[src/rtl/sod_defs.vh]
`ifndef SOD_DEFS_VH
`define SOD_DEFS_VH

// Register offsets on the register port.
`define SOD_ADDR_OFFSET_TRIM   4'h7
`define SOD_ADDR_ALARM_CTRL    4'hE
`define SOD_ADDR_DETECT_CTRL   4'hF

// Field positions in detect_status_control.
`define SOD_BIT_THRESH_SEL     7
`define SOD_BIT_LOW_VOLTAGE    6
`define SOD_BIT_OSC_RUNNING    5
`define SOD_BIT_POWER_ON       4

// Reset values and the offset trim write mask.
`define SOD_RST_OFFSET_TRIM    8'h00
`define SOD_RST_ALARM_CTRL     8'h00
`define SOD_RST_DETECT_LOW     4'h0
`define SOD_RST_THRESH_SEL     1'b0
`define SOD_RST_LOW_VOLTAGE    1'b0
`define SOD_RST_OSC_RUNNING    1'b0
`define SOD_RST_POWER_ON       1'b1
`define SOD_OFFSET_TRIM_MASK   8'h7F

// Timing of the voltage monitor.
`define SOD_CLOCK_MHZ          250
`define SOD_MON_PERIOD_MS      1000
`define SOD_MON_SAMPLE_US      7800
`define SOD_MON_PERIOD_CYCLES  (`SOD_MON_PERIOD_MS * 1000 * `SOD_CLOCK_MHZ)
`define SOD_MON_SAMPLE_CYCLES  (`SOD_MON_SAMPLE_US * `SOD_CLOCK_MHZ)

`endif

[src/rtl/sod_detect.v]
`timescale 1ns/10ps
`include "sod_defs.vh"

// Summary of operation
// Power-on reset clears offset and both control registers, sets power-on flag.
// Host initialises every other register and loads only valid time data.
// Detected oscillation stop clears the running flag until host writes one.
// Writing one to the running flag arms the stop detector and sets it.
// Writing zero to running flag or one to low-voltage flag does nothing.
// Supply drop below selected threshold sets and holds the low-voltage flag.
// Threshold select bit, default zero: zero picks 2.1 V, one picks 1.3 V.
// Once low-voltage flag is one, monitoring stops and the flag holds.
// Writing zero to the low-voltage flag clears it and restarts monitoring.
// Monitor samples for 7.8 ms of every one-second period while active.
// Status flags sit at bits 4, 5 and 6 of the second control register.
// Host decides reinitialisation, normal or weak supply from the three flags.
// Writing zero clears the power-on flag; writing one does nothing.
// While power-on flag is one, registers other than the oscillation flag stay cleared and interrupt pins float.
// Oscillation stop and comparator events are synchronised before use.
module sod_detect #(
  parameter [31:0] MON_PERIOD_CYCLES = `SOD_MON_PERIOD_CYCLES,
  parameter [31:0] MON_SAMPLE_CYCLES = `SOD_MON_SAMPLE_CYCLES
) (
  // Clock and power-on reset
  input  wire       i_clock,
  input  wire       i_rst_n,
  // Register port from the serial bus engine
  input  wire       i_wr_en,
  input  wire       i_rd_en,
  input  wire [3:0] i_addr,
  input  wire [7:0] i_wr_data,
  output reg  [7:0] o_rd_data,
  // Analog detectors
  input  wire       i_osc_stop,
  input  wire       i_supply_low,
  output reg        o_threshold_select,
  output reg        o_monitor_enable,
  // Interrupt requests and open-drain pins
  input  wire       i_irq_a_req,
  input  wire       i_irq_b_req,
  output reg        o_irq_out_a,
  output reg        o_irq_out_a_oe_n,
  output reg        o_irq_out_b,
  output reg        o_irq_out_b_oe_n,
  // Register contents for the rest of the clock
  output reg  [7:0] o_offset_trim,
  output reg  [7:0] o_alarm_ctrl
);

  reg  [7:0]  offset_trim_reg;
  reg  [7:0]  alarm_ctrl_reg;
  reg         thresh_sel_reg;
  reg         low_voltage_flag_reg;
  reg         osc_running_flag_reg;
  reg         power_on_flag_reg;
  reg  [3:0]  ctrl_low_reg;
  reg         osc_armed_reg;
  reg  [31:0] period_cnt_reg;
  wire        osc_stop_sync;
  wire        supply_low_sync;
  wire        wr_detect;
  wire        wr_trim;
  wire        wr_alarm;
  wire [7:0]  detect_ctrl;
  reg  [7:0]  rd_data_next;

  // Register select; shared by the write strobes and the read mux.
  function addr_hit;
    input [3:0] addr;
    input [3:0] offset;
    begin
      addr_hit = (addr == offset);
    end
  endfunction

  sod_sync u_sync_osc (
    .i_clock (i_clock),
    .i_rst_n (i_rst_n),
    .i_async (i_osc_stop),
    .o_level (osc_stop_sync)
  );

  sod_sync u_sync_supply (
    .i_clock (i_clock),
    .i_rst_n (i_rst_n),
    .i_async (i_supply_low),
    .o_level (supply_low_sync)
  );

  assign wr_trim     = i_wr_en && addr_hit(i_addr, `SOD_ADDR_OFFSET_TRIM);
  assign wr_alarm    = i_wr_en && addr_hit(i_addr, `SOD_ADDR_ALARM_CTRL);
  assign wr_detect   = i_wr_en && addr_hit(i_addr, `SOD_ADDR_DETECT_CTRL);
  assign detect_ctrl = {thresh_sel_reg, low_voltage_flag_reg, osc_running_flag_reg,
                        power_on_flag_reg, ctrl_low_reg};

  // Plain register bits; a pending power-on flag keeps them cleared.
  always @(posedge i_clock or negedge i_rst_n) begin
    if (!i_rst_n) begin
      offset_trim_reg <= `SOD_RST_OFFSET_TRIM;
      alarm_ctrl_reg  <= `SOD_RST_ALARM_CTRL;
      thresh_sel_reg  <= `SOD_RST_THRESH_SEL;
      ctrl_low_reg    <= `SOD_RST_DETECT_LOW;
    end else if (power_on_flag_reg) begin
      offset_trim_reg <= `SOD_RST_OFFSET_TRIM;
      alarm_ctrl_reg  <= `SOD_RST_ALARM_CTRL;
      thresh_sel_reg  <= `SOD_RST_THRESH_SEL;
      ctrl_low_reg    <= `SOD_RST_DETECT_LOW;
    end else if (i_wr_en) begin
      if (wr_trim) begin
        offset_trim_reg <= i_wr_data & `SOD_OFFSET_TRIM_MASK;
      end
      if (wr_alarm) begin
        alarm_ctrl_reg <= i_wr_data;
      end
      if (wr_detect) begin
        thresh_sel_reg <= i_wr_data[`SOD_BIT_THRESH_SEL];
        ctrl_low_reg   <= i_wr_data[3:0];
      end
    end
  end

  // Power-on flag: set only by reset, cleared only by writing zero.
  always @(posedge i_clock or negedge i_rst_n) begin
    if (!i_rst_n) begin
      power_on_flag_reg <= `SOD_RST_POWER_ON;
    end else if (wr_detect && !i_wr_data[`SOD_BIT_POWER_ON]) begin
      power_on_flag_reg <= 1'b0;
    end
  end

  // Oscillation flag. Once armed by an earlier write, a stop seen in the cycle of an arming write still wins,
  // so a real stop is never hidden by software.
  always @(posedge i_clock or negedge i_rst_n) begin
    if (!i_rst_n) begin
      osc_running_flag_reg <= `SOD_RST_OSC_RUNNING;
      osc_armed_reg        <= 1'b0;
    end else begin
      if (wr_detect && i_wr_data[`SOD_BIT_OSC_RUNNING]) begin
        osc_armed_reg <= 1'b1;
      end
      if (osc_armed_reg && osc_stop_sync) begin
        osc_running_flag_reg <= 1'b0;
      end else if (wr_detect && i_wr_data[`SOD_BIT_OSC_RUNNING]) begin
        osc_running_flag_reg <= 1'b1;
      end
    end
  end

  // Low-voltage flag. A drop wins over a clearing write in the same cycle.
  always @(posedge i_clock or negedge i_rst_n) begin
    if (!i_rst_n) begin
      low_voltage_flag_reg <= `SOD_RST_LOW_VOLTAGE;
    end else if (power_on_flag_reg) begin
      low_voltage_flag_reg <= `SOD_RST_LOW_VOLTAGE;
    end else if (o_monitor_enable && supply_low_sync) begin
      low_voltage_flag_reg <= 1'b1;
    end else if (wr_detect && !i_wr_data[`SOD_BIT_LOW_VOLTAGE]) begin
      low_voltage_flag_reg <= 1'b0;
    end
  end

  // One-second time base; the comparator only draws current in the window.
  always @(posedge i_clock or negedge i_rst_n) begin
    if (!i_rst_n) begin
      period_cnt_reg   <= 32'h00000000;
      o_monitor_enable <= 1'b0;
    end else begin
      if (period_cnt_reg == MON_PERIOD_CYCLES - 32'h00000001) begin
        period_cnt_reg <= 32'h00000000;
      end else begin
        period_cnt_reg <= period_cnt_reg + 32'h00000001;
      end
      o_monitor_enable <= !low_voltage_flag_reg && (period_cnt_reg < MON_SAMPLE_CYCLES);
    end
  end

  // Read mux; read data holds between reads and unmapped offsets read zero.
  always @* begin
    rd_data_next = o_rd_data;
    if (i_rd_en) begin
      rd_data_next = 8'h00;
      if (addr_hit(i_addr, `SOD_ADDR_OFFSET_TRIM)) begin
        rd_data_next = offset_trim_reg;
      end
      if (addr_hit(i_addr, `SOD_ADDR_ALARM_CTRL)) begin
        rd_data_next = alarm_ctrl_reg;
      end
      if (addr_hit(i_addr, `SOD_ADDR_DETECT_CTRL)) begin
        rd_data_next = detect_ctrl;
      end
    end
  end

  // Read data and register copies, all registered.
  always @(posedge i_clock or negedge i_rst_n) begin
    if (!i_rst_n) begin
      o_rd_data          <= 8'h00;
      o_threshold_select <= `SOD_RST_THRESH_SEL;
      o_offset_trim      <= `SOD_RST_OFFSET_TRIM;
      o_alarm_ctrl       <= `SOD_RST_ALARM_CTRL;
    end else begin
      o_rd_data          <= rd_data_next;
      o_threshold_select <= thresh_sel_reg;
      o_offset_trim      <= offset_trim_reg;
      o_alarm_ctrl       <= alarm_ctrl_reg;
    end
  end

  // Interrupt pins are open drain: data stays low and only the enable moves.
  always @(posedge i_clock or negedge i_rst_n) begin
    if (!i_rst_n) begin
      o_irq_out_a      <= 1'b0;
      o_irq_out_a_oe_n <= 1'b1;
      o_irq_out_b      <= 1'b0;
      o_irq_out_b_oe_n <= 1'b1;
    end else begin
      o_irq_out_a      <= 1'b0;
      o_irq_out_a_oe_n <= !(i_irq_a_req && !power_on_flag_reg);
      o_irq_out_b      <= 1'b0;
      o_irq_out_b_oe_n <= !(i_irq_b_req && !power_on_flag_reg);
    end
  end

endmodule

[src/rtl/sod_sync.v]
`timescale 1ns/10ps
// Three-stage synchroniser; the output follows once stages two and three agree.
module sod_sync (
  // Clock and reset
  input  wire i_clock,
  input  wire i_rst_n,
  // Asynchronous level in, clean level out
  input  wire i_async,
  output reg  o_level
);

  reg sync1_reg;
  reg sync2_reg;
  reg sync3_reg;

  always @(posedge i_clock or negedge i_rst_n) begin
    if (!i_rst_n) begin
      sync1_reg <= 1'b0;
      sync2_reg <= 1'b0;
      sync3_reg <= 1'b0;
      o_level   <= 1'b0;
    end else begin
      sync1_reg <= i_async;
      sync2_reg <= sync1_reg;
      sync3_reg <= sync2_reg;
      if (sync2_reg == sync3_reg) begin
        o_level <= sync3_reg;
      end
    end
  end

endmodule

[config.mk]
export PLATFORM = sky130hd
export DESIGN_NAME = sod_detect
export DESIGN_NICKNAME = d
export VERILOG_FILES = /design/src/rtl/sod_detect.v /design/src/rtl/sod_sync.v
export VERILOG_INCLUDE_DIRS = /design/src /design/src/rtl
export SDC_FILE = /design/constraint.sdc
export NUM_CORES = 1
export LEC_CHECK = 0
export BUFFER_PORTS_ARGS = -buffer_cell sky130_fd_sc_hd__buf_2
export CAP_MARGIN = 40
export CORE_MARGIN = 5
export CORE_UTILIZATION = 51
export DETAILED_ROUTE_END_ITERATION = 8
export PLACE_DENSITY = 0.77
export REMOVE_ABC_BUFFERS = 1
export SETUP_SLACK_MARGIN = 0.02
export SLEW_MARGIN = 25
export SYNTH_ARGS = -nofsm -noshare
export SYNTH_HDL_FRONTEND = slang
export SYNTH_SLANG_ARGS = --single-unit
[constraint.sdc]
create_clock -name i_clock -period 4.6 [get_ports i_clock]
set_clock_uncertainty 0.1 [all_clocks]
set_input_delay 0.69 -clock i_clock [delete_from_list [all_inputs] [get_ports i_clock]]
set_output_delay 0.69 -clock i_clock [all_outputs]
set_load 0.01 [all_outputs]
==> flow_metrics.env, run 1 <==
export IMPL_ios=50
export IMPL_ant_nets=0
export IMPL_syn_area_sq_um=3846
export IMPL_wl_per_cell_um=15.96
export IMPL_whs_ns=0.2135
export IMPL_power_leakage_uw=0.001952
export IMPL_reg2reg_slack_ns=2.07
export IMPL_num_fill_cells=626
export IMPL_switchingPower_uw=419.9
export IMPL_setup_viol=0
export IMPL_grt_max_degree=47
export IMPL_ys_seq_area_frac=0.5930
export IMPL_synth_area_leaders="dfrtp_1 (57%), nand2_1 (5.6%), a21oi_1 (4.2%), nand3_1 (4.2%), dfstp_2 (2.0%)"
export IMPL_drt_iter0_drc=236
export IMPL_clkPwrFrac=0.357
export IMPL_async_flop_share=1.000
export IMPL_antenna_found_initial=0
export IMPL_insertedDiodeCount=0
export IMPL_p_comb_frac=0.095
export IMPL_hp_class="input port to async pin"
export IMPL_worstSkewPairLatency_ns=0.35
export IMPL_io_buffers=46
export IMPL_gp_congestion=0.8706
export IMPL_cp_required_ns=4.74
export IMPL_grt_overflow_total=0
export IMPL_worst_r2r_cell_count=5
export IMPL_outcome="finished, final reports clean"
export IMPL_yosysWarnings=0
export IMPL_cts_tree="done"
export IMPL_core_region_area_sq_um=7292
export IMPL_crit_family="simple AND/OR/NAND/NOR gates"
export IMPL_start_kind="register"
export IMPL_critPathBufInv=1
export IMPL_clockBufferDepth=2
export IMPL_max_stage_delay_ns=0.55
export IMPL_cp_arrival_ns=2.67
export IMPL_syn_area_per_cell_sq_um=10.57
export IMPL_rsz0062_at_grt="false"
export IMPL_timing_final_crit_period_ns=2.535
export IMPL_die_w_um=96.84
export IMPL_std_cell_rows=31
export IMPL_cts_setup_buffers=0
export IMPL_synth_edff_count=0
export IMPL_first_global_vias=2825
export IMPL_wirelength_um=8076
export IMPL_ir_drop_uv=198.2
export IMPL_tightest_slew_ns=0.6688
export IMPL_area_growth_pct=13.17
export IMPL_htreeDepth=3
export IMPL_power_total_uw=1697
export IMPL_hold_buffers=0
export IMPL_fin_crit_sh=0.5510
export IMPL_gr_usage_all_layers=0.1770
export IMPL_synth_distinct_cells=49
export IMPL_cts_root_buf="clkbuf_8"
export IMPL_switching_share=0.2474
export IMPL_vias_per_cell=5.818
export IMPL_power_internal_uw=1277
export IMPL_powerDensity_nw_per_um2=389.9
export IMPL_ys_flop_type="dfrtp_1"
export IMPL_die_area_sq_um=9378
export IMPL_layout_nets=423
export IMPL_r2r_end="period_cnt_reg[22]"
export IMPL_crit_chain="or4_4, or4_4, nor4_4, buf_4, o21ba_2"
export IMPL_timing_final_max_slew_violations=0
export IMPL_cts_buffers=9
export IMPL_yosysTopAreaCellShare=0.5725
export IMPL_start_util=0.5275
export IMPL_max_freq_mhz=394.5
export IMPL_startpoint="period_cnt_reg[24]"
export IMPL_yosysTopAreaCell="dfrtp_1"
export IMPL_die_y_um=96.84
export IMPL_hold_violations=0
export IMPL_drc=0
export IMPL_synth_cells=364
export IMPL_slew_headroom=0.5538
export IMPL_post_cts_resized=0
export IMPL_utilization=0.5969
export IMPL_post_synth_top_count_cell="dfrtp_1"
export IMPL_place_hpwl_um=5470
export IMPL_end_kind="register"
export IMPL_path_depth=5
export IMPL_synth_commonest_cells="dfrtp_1 (88), nand2_1 (57), a21oi_1 (32), nand3_1 (32), clkbuf_1 (19)"
export IMPL_yosys_register_bits=91
export IMPL_vias=2944
export IMPL_cp_slowest_cell="or4_4"
export IMPL_cap_viol_max_count=0
export IMPL_crit_end="period_cnt_reg[22]"
export IMPL_layout_drive_gt1_share=0.1990
export IMPL_r2r_start="period_cnt_reg[24]"
export IMPL_largest_reg_flops=32
export IMPL_pwr_share_seq=0.548
export IMPL_clock_sinks=91
export IMPL_cp_max_fo=10
export IMPL_clk_pin_slew_worst_paths_ns=0.10
export IMPL_finalSetupTns_ns=0
export IMPL_first_pass_iters=7
export IMPL_grt_pass1_wl_um=13880
export IMPL_worstSetupPathType="register to register"
export IMPL_crit_top_cell="or4_4"
## through the flow
step                worst slack [ns]  cell area, sq um  cells
detailed placement             1.898              4108    488
CTS                            1.886              4340    504
floorplan                      2.212              3744    342
finish                         2.065              4353    506
global route                   1.975              4353    506
global placement               1.975              4108    488
## power groups by stage
stage                     logic, uW  registers, uW  clock network (uW)
final                           161            931                 605
after detailed placement        163            947                   0
after global routing            182            942                 647
after CTS                       164            930                 616
after floorplan                58.7            955                   0
after global placement          158            942                   0
## worst reg2reg max path: cells and delay by family, from the launching register on
family | cells | cell delay (ns)
flip-flops | 1 | 0.42
buffers and inverters | 1 | 0.26
AO/OA/AOI/OAI | 1 | 0.17
AND/OR/NAND/NOR | 3 | 1.49
## worst min path at each step
| stage | end | slack [ns] | cells after the start |
|---|---|---|---|
| 6_report | o_alarm_ctrl[1] | 0.21 | 1 |
| 5_1_grt | o_alarm_ctrl[1] | 0.27 | 1 |
| 2_1_floorplan | u_sync_osc.sync2_reg | 0.23 | 0 |
| 3_3_place_gp | u_sync_osc.sync2_reg | 0.23 | 0 |
| 3_5_place_dp | u_sync_supply.sync2_reg | 0.23 | 0 |
| 4_1_cts | o_alarm_ctrl[1] | 0.23 | 1 |
## layout make-up
cell class	count	area [sq um]	area share
Multi-Input combinational cell	245	1440	0.3308
Inverter	6	22.52	0.005174
Clock inverter	6	95.09	0.02185
Timing Repair Buffer	49	252.7	0.05806
Clock buffer	10	137.6	0.03162
Tap cell	99	123.9	0.02846
Sequential cell	91	2281	0.5240
## cells in the final DEF, fill, tap and decap left out, types with 3 or more instances in the layout
master and instances:
dfrtp_1 88, nand2_1 57, buf_2 45, nand3_1 32, a21oi_1 32, nor2_1 13
clkbuf_8 10, nand4_1 9, xor2_1 9, xnor2_1 9, or4_1 6, nor4_1 6
nor3_1 6, inv_1 6, o21ai_0 6, a41oi_1 6, and3_1 5, o31ai_1 4
and4_1 3, a31o_2 3, a31oi_1 3, conb_1 3, buf_4 3, dfstp_2 3
## layer usage
| layer | GRT usage | share of wire | vias to the layer above |
|---|---|---|---|
| met5 | 0 | 0 | - |
| met4 | 0.07127 | 0.015 | 0 |
| met3 | 0.04173 | 0.056 | 13 |
| met2 | 0.2712 | 0.46 | 85 |
| met1 | 0.2431 | 0.47 | 1476 |
| li1 | - | - | 1370 |
## cells by family (layout without fill, tap and decap cells)
| kind of cell | count (synthesis) | after routing | share of synthesized area |
|---|---|---|---|
| xor gates and xnor gates | 18 | 18 | 0.04099 |
| AOI/OAI and AO/OA | 64 | 64 | 0.1044 |
| adders and majority gates | 3 | 3 | 0.008458 |
| other | 1 | 3 | 0.0009750 |
| and+or+nand+nor | 155 | 155 | 0.2118 |
| muxes | 2 | 2 | 0.005855 |
| DFF | 91 | 91 | 0.5930 |
| buffers and inverters | 30 | 71 | 0.03448 |
Note: power is estimated with default switching activity, not from simulation.
==> run 2, diff against run 1 <==
clock period = 2.35 ns   (was 4.6 ns; I/O delays follow)
==> run 2 against run 1 <==
Cell area up 1.6%; count of clock-buffer cells in the layout up 1; power up 82%; largest cell class unchanged; die area unchanged; worst hold slack worse by 0.20 ns.
==> flow_metrics.env, run 2 (synthesized netlist as in run 1, its figures left out) <==
export IMPL_outcome="finished, final reports clean"
export IMPL_slew_headroom=0.6614
export IMPL_io_buffers=46
export IMPL_vias=3017
export IMPL_finalSetupTns_ns=0
export IMPL_cap_viol_max_count=0
export IMPL_dp_cells=502
export IMPL_insertedDiodeCount=0
export IMPL_drt_iter0_drc=184
export IMPL_rsz0062_at_grt="false"
export IMPL_layout_common_cells="dfrtp_1 (88), nand2_1 (57), buf_2 (45), nand3_1 (32), a21oi_1 (32)"
export IMPL_drc=0
export IMPL_crit_chain="or4_4, or4_4, nor4_4, buf_4, o21ai_0"
export IMPL_powerDensity_nw_per_um2=700.0
export IMPL_first_pass_iters=5
export IMPL_final_cells=520
export IMPL_layout_commonest_cell="dfrtp_1"
export IMPL_setup_viol=0
export IMPL_hold_violations=0
export IMPL_timing_final_max_slew_violations=0
export IMPL_end_kind="register"
export IMPL_tightest_slew_ns=0.5061
export IMPL_cts_setup_buffers=0
export IMPL_layout_drive_gt1_share=0.2185
export IMPL_die_y_um=96.84
export IMPL_start_util=0.5275
export IMPL_worstSetupPathType="register to register"
export IMPL_num_fill_cells=616
export IMPL_max_stage_delay_ns=0.54
export IMPL_die_area_sq_um=9378
export IMPL_start_kind="register"
export IMPL_first_global_vias=2859
export IMPL_clockBufferDepth=2
export IMPL_hp_class="input port to register"
export IMPL_fin_crit_sh=0.9623
export IMPL_ios=50
export IMPL_place_hpwl_um=5713
export IMPL_die_w_um=96.84
export IMPL_power_leakage_uw=0.001996
export IMPL_cts_tree="done"
export IMPL_htreeDepth=3
export IMPL_worstSkewPairLatency_ns=0.35
export IMPL_cp_arrival_ns=2.39
export IMPL_layout_nets=437
export IMPL_grt_max_degree=70
export IMPL_timing_final_crit_period_ns=2.261
export IMPL_grt_pass1_wl_um=14230
export IMPL_cp_required_ns=2.48
export IMPL_clk_pin_slew_worst_paths_ns=0.09
export IMPL_ant_nets=0
export IMPL_crit_top_cell="or4_4"
export IMPL_antenna_found_initial=0
export IMPL_clock_sinks=91
export IMPL_cts_buffers=9
export IMPL_cp_slowest_cell="or4_4"
export IMPL_largest_reg_flops=32
export IMPL_vias_per_cell=5.802
export IMPL_grt_overflow_total=0
export IMPL_area_growth_pct=15.03
export IMPL_ir_drop_uv=357.4
export IMPL_cp_max_fo=8
export IMPL_core_region_area_sq_um=7292
export IMPL_cts_root_buf="clkbuf_8"
export IMPL_std_cell_rows=31
export IMPL_wirelength_um=8198
export IMPL_max_freq_mhz=442.2
export IMPL_gr_usage_all_layers=0.1842
export IMPL_gp_congestion=0.8812
export IMPL_wl_per_cell_um=15.77
## run 2: cell count changes in the layout (fill, tap and decap cells not counted)
cell | before | now
bufinv_16 | 2 | 0
clkinvlp_4 | 0 | 2
clkinv_4 | 2 | 1
dlygate4sd3_1 | 0 | 2
clkbuf_1 | 0 | 1
buf_12 | 0 | 1
clkinv_2 | 0 | 1
inv_6 | 2 | 1
buf_4 | 3 | 15
clkbuf_2 | 1 | 0
## run 2: through the flow
step,hold slack [ns],total power (uW),cell area (sq um),setup WS (ns),utilization
6_report,0.01364,3097,4424,0.08866,0.6067
3_5_place_dp,0.1658,2174,4225,0.1174,0.5794
5_1_grt,0.006103,3236,4424,0.02199,0.6067
2_1_floorplan,-0.04309,1985,3744,-0.03817,-
3_3_place_gp,0.1606,2158,4225,0.1483,0.5794
4_1_cts,0.002269,3121,4424,0.08676,0.6067
## run 2: critical path, delay by kind of cell, from the launching register on
kind	cells	cell delay [ns]
simple gates	3	1.32
buf+inv	1	0.20
flops	1	0.43
compound gates	1	0.09
## run 2: power breakdown
group | internal, uW | leakage [uW] | switching [uW]
combinational | 136 | 0.000747 | 184
clock | 417 | 0.0000859 | 540
sequential | 1730 | 0.00116 | 88.6
## run 2: path summary, 6_finish.rpt
| check | start | endpoint | slack [ns] | depth (start not counted) |
|---|---|---|---|---|
| hold reg to reg | u_sync_osc.sync1_reg | u_sync_osc.sync2_reg | 0.25 | 0 |
| setup reg to reg | period_cnt_reg[29] | period_cnt_reg[5] | 0.09 | 5 |
| hold / removal | i_irq_b_req | o_irq_out_b_oe_n | 0.01 | 2 |
| setup / recovery | period_cnt_reg[29] | period_cnt_reg[5] | 0.09 | 5 |
| min in group asynchronous | i_rst_n | o_alarm_ctrl[1] | 0.31 | 2 |
| max in group asynchronous | i_rst_n | power_on_flag_reg | 1.16 | 3 |
## run 2: final cells by class
type	instances	area, sq um	area share
Sequential cell	91	2281	0.5156
Multi-Input combinational cell	245	1440	0.3255
Timing Repair Buffer	63	377.9	0.08541
Clock buffer	11	141.4	0.03196
Tap cell	99	123.9	0.02800
Clock inverter	5	37.54	0.008484
Inverter	6	22.52	0.005091
## run 2: layer usage
layer,up-vias,global-route usage,part of all wire
met4,0,0.07667,0.016
met2,112,0.2749,0.47
met5,-,0,0
met3,11,0.03957,0.075
met1,1493,0.2610,0.44
li1,1401,-,-
## run 2: repair_timing
action,CTS,global route
gates resized for setup,0,0
endpoints found under the hold margin,23,0
hold buffers,2,0
==> run 3, diff against run 2 <==
SETUP_SLACK_MARGIN = 0.5   (was 0.02)
==> run 3 against run 2 <==
Global-route usage rose by 0.12 points; largest cell class unchanged; cell area rose by 3.5%; critical path type unchanged; sequential cell count did not move.
==> flow_metrics.env, run 3 (synthesized netlist as in run 1, its figures left out) <==
export IMPL_gr_usage_all_layers=0.1854
export IMPL_pwr_share_seq=0.585
export IMPL_cts_tree="done"
export IMPL_start_util=0.5275
export IMPL_layout_drive_gt1_share=0.2664
export IMPL_setup_viol=0
export IMPL_setup_ws_ns=0.06164
export IMPL_finalSetupTns_ns=0
export IMPL_worstSkewPairLatency_ns=0.36
export IMPL_cp_required_ns=2.48
export IMPL_outcome="finished, final reports clean"
export IMPL_grt_pass1_wl_um=14350
export IMPL_clk_pin_slew_worst_paths_ns=0.09
export IMPL_switchingPower_uw=824.6
export IMPL_core_region_area_sq_um=7292
export IMPL_ios=50
export IMPL_end_kind="register"
export IMPL_gp_congestion=0.8812
export IMPL_timing_final_crit_period_ns=2.288
export IMPL_clockBufferDepth=2
export IMPL_crit_top_cell="or4_4"
export IMPL_p_comb_frac=0.103
export IMPL_cts_root_buf="clkbuf_8"
export IMPL_cap_viol_max_count=0
export IMPL_ir_drop_uv=438.5
export IMPL_clkPwrFrac=0.311
export IMPL_worstSetupPathType="register to register"
export IMPL_whs_ns=0.009211
export IMPL_hp_class="input port to register"
export IMPL_antenna_found_initial=0
export IMPL_std_cell_rows=31
export IMPL_largest_reg_flops=32
export IMPL_io_buffers=46
export IMPL_max_stage_delay_ns=0.55
export IMPL_drt_iter0_drc=229
export IMPL_powerDensity_nw_per_um2=679.2
export IMPL_power_internal_uw=2285
export IMPL_num_fill_cells=596
export IMPL_cts_buffers=9
export IMPL_insertedDiodeCount=0
export IMPL_die_w_um=96.84
export IMPL_layout_nets=444
export IMPL_cp_slowest_cell="or4_4"
export IMPL_first_pass_iters=5
export IMPL_grt_overflow_total=0
export IMPL_place_hpwl_um=5713
export IMPL_vias=3093
export IMPL_vias_per_cell=5.869
export IMPL_grt_max_degree=70
export IMPL_start_kind="register"
export IMPL_area_growth_pct=19.03
export IMPL_drc=0
export IMPL_wirelength_um=8757
export IMPL_timing_final_max_slew_violations=0
export IMPL_fin_crit_sh=0.9738
export IMPL_crit_chain="or4_4, or4_4, nor4_4, buf_4, o21ai_0"
export IMPL_switching_share=0.2652
export IMPL_pre_cts_ws_ns=0.1174
export IMPL_die_area_sq_um=9378
export IMPL_ant_nets=0
export IMPL_tightest_slew_ns=0.4971
export IMPL_cp_max_fo=8
export IMPL_layout_commonest_cell="dfrtp_1"
export IMPL_rsz0062_at_grt="true"
export IMPL_htreeDepth=3
export IMPL_max_freq_mhz=437.0
export IMPL_wl_per_cell_um=16.62
export IMPL_layout_common_cells="dfrtp_1 (85), nand2_1 (57), buf_2 (45), nand3_1 (31), a21oi_1 (29)"
export IMPL_first_global_vias=2869
export IMPL_hold_violations=0
export IMPL_clock_sinks=91
export IMPL_die_y_um=96.84
export IMPL_power_leakage_uw=0.002085
export IMPL_slew_headroom=0.6639
export IMPL_cp_arrival_ns=2.42
[run 3: cell types whose count changed in the layout (fill, tap and decap cells not counted), moves of 2 or more]
cell     delta
dfrtp_2     +3
buf_6       +2
a21oi_1     -3
nor4_2      +2
a21oi_2     +3
nor3_1      -2
nor3_4      +2
nor4_1      -3
buf_4       +5
dfrtp_1     -3
[run 3: layout make-up]
| class | count | area [sq um] | share of cell area |
|---|---|---|---|
| tap | 99 | 123.9 | 0.02706 |
| clock inverter | 5 | 37.54 | 0.008199 |
| inverter | 6 | 22.52 | 0.004919 |
| sequential | 91 | 2285 | 0.4990 |
| multi-input combinational | 245 | 1530 | 0.3342 |
| clock buffer | 11 | 141.4 | 0.03088 |
| timing repair buffer | 70 | 437.9 | 0.09565 |
[run 3: final timing paths]
path                                      start                   end  slack (ns)  cells past startpoint
max in group asynchronous               i_rst_n     power_on_flag_reg        1.16                      3
min in group asynchronous               i_rst_n       o_alarm_ctrl[1]        0.31                      2
hold reg to reg            u_sync_osc.sync1_reg  u_sync_osc.sync2_reg        0.25                      0
setup / recovery             period_cnt_reg[24]     period_cnt_reg[5]        0.06                      5
hold / removal                      i_irq_b_req      o_irq_out_b_oe_n       0.009                      2
setup reg to reg             period_cnt_reg[24]     period_cnt_reg[5]        0.06                      5
[run 3: per-layer routing]
layer	up-vias	GRT usage	part of all wire
met3	20	0.03957	0.073
met4	0	0.07667	0.024
met2	134	0.2776	0.46
met5	-	0	0
li1	1410	-	-
met1	1529	0.2624	0.44
[run 3: power groups by stage]
| stage | clock [uW] | sequential, uW | combinational, uW |
|---|---|---|---|
| global placement | 0 | 1850 | 313 |
| detailed placement | 0 | 1850 | 323 |
| global route | 1040 | 1840 | 365 |
| CTS | 973 | 1820 | 328 |
| finish | 968 | 1820 | 321 |
| floorplan | 0 | 1870 | 115 |
[run 3: critical path: cells and delay by family, from the launching register on]
kind | cells | cell delay [ns]
AND/OR/NAND/NOR | 3 | 1.35
flip-flops | 1 | 0.41
buffers and inverters | 1 | 0.21
AO/OA/AOI/OAI | 1 | 0.09
[run 3: metrics by stage]
step / instance area (sq um) / util / power [uW] / cells
global route: 4578 / 0.6278 / 3242 / 527
detailed placement: 4225 / 0.5794 / 2174 / 502
global placement: 4225 / 0.5794 / 2158 / 502
finish: 4578 / 0.6278 / 3109 / 527
CTS: 4466 / 0.6124 / 3121 / 521
floorplan: 3744 / - / 1985 / 342
[run 3: repair_timing]
action                                  4_1_cts  5_1_grt
hold buffers                                  2        0
resized for setup                             8       13
hold endpoints to repair                     23        0
buffers inserted                              1        6
pin swaps                                     0        8
endpoints found under the setup margin       22       27
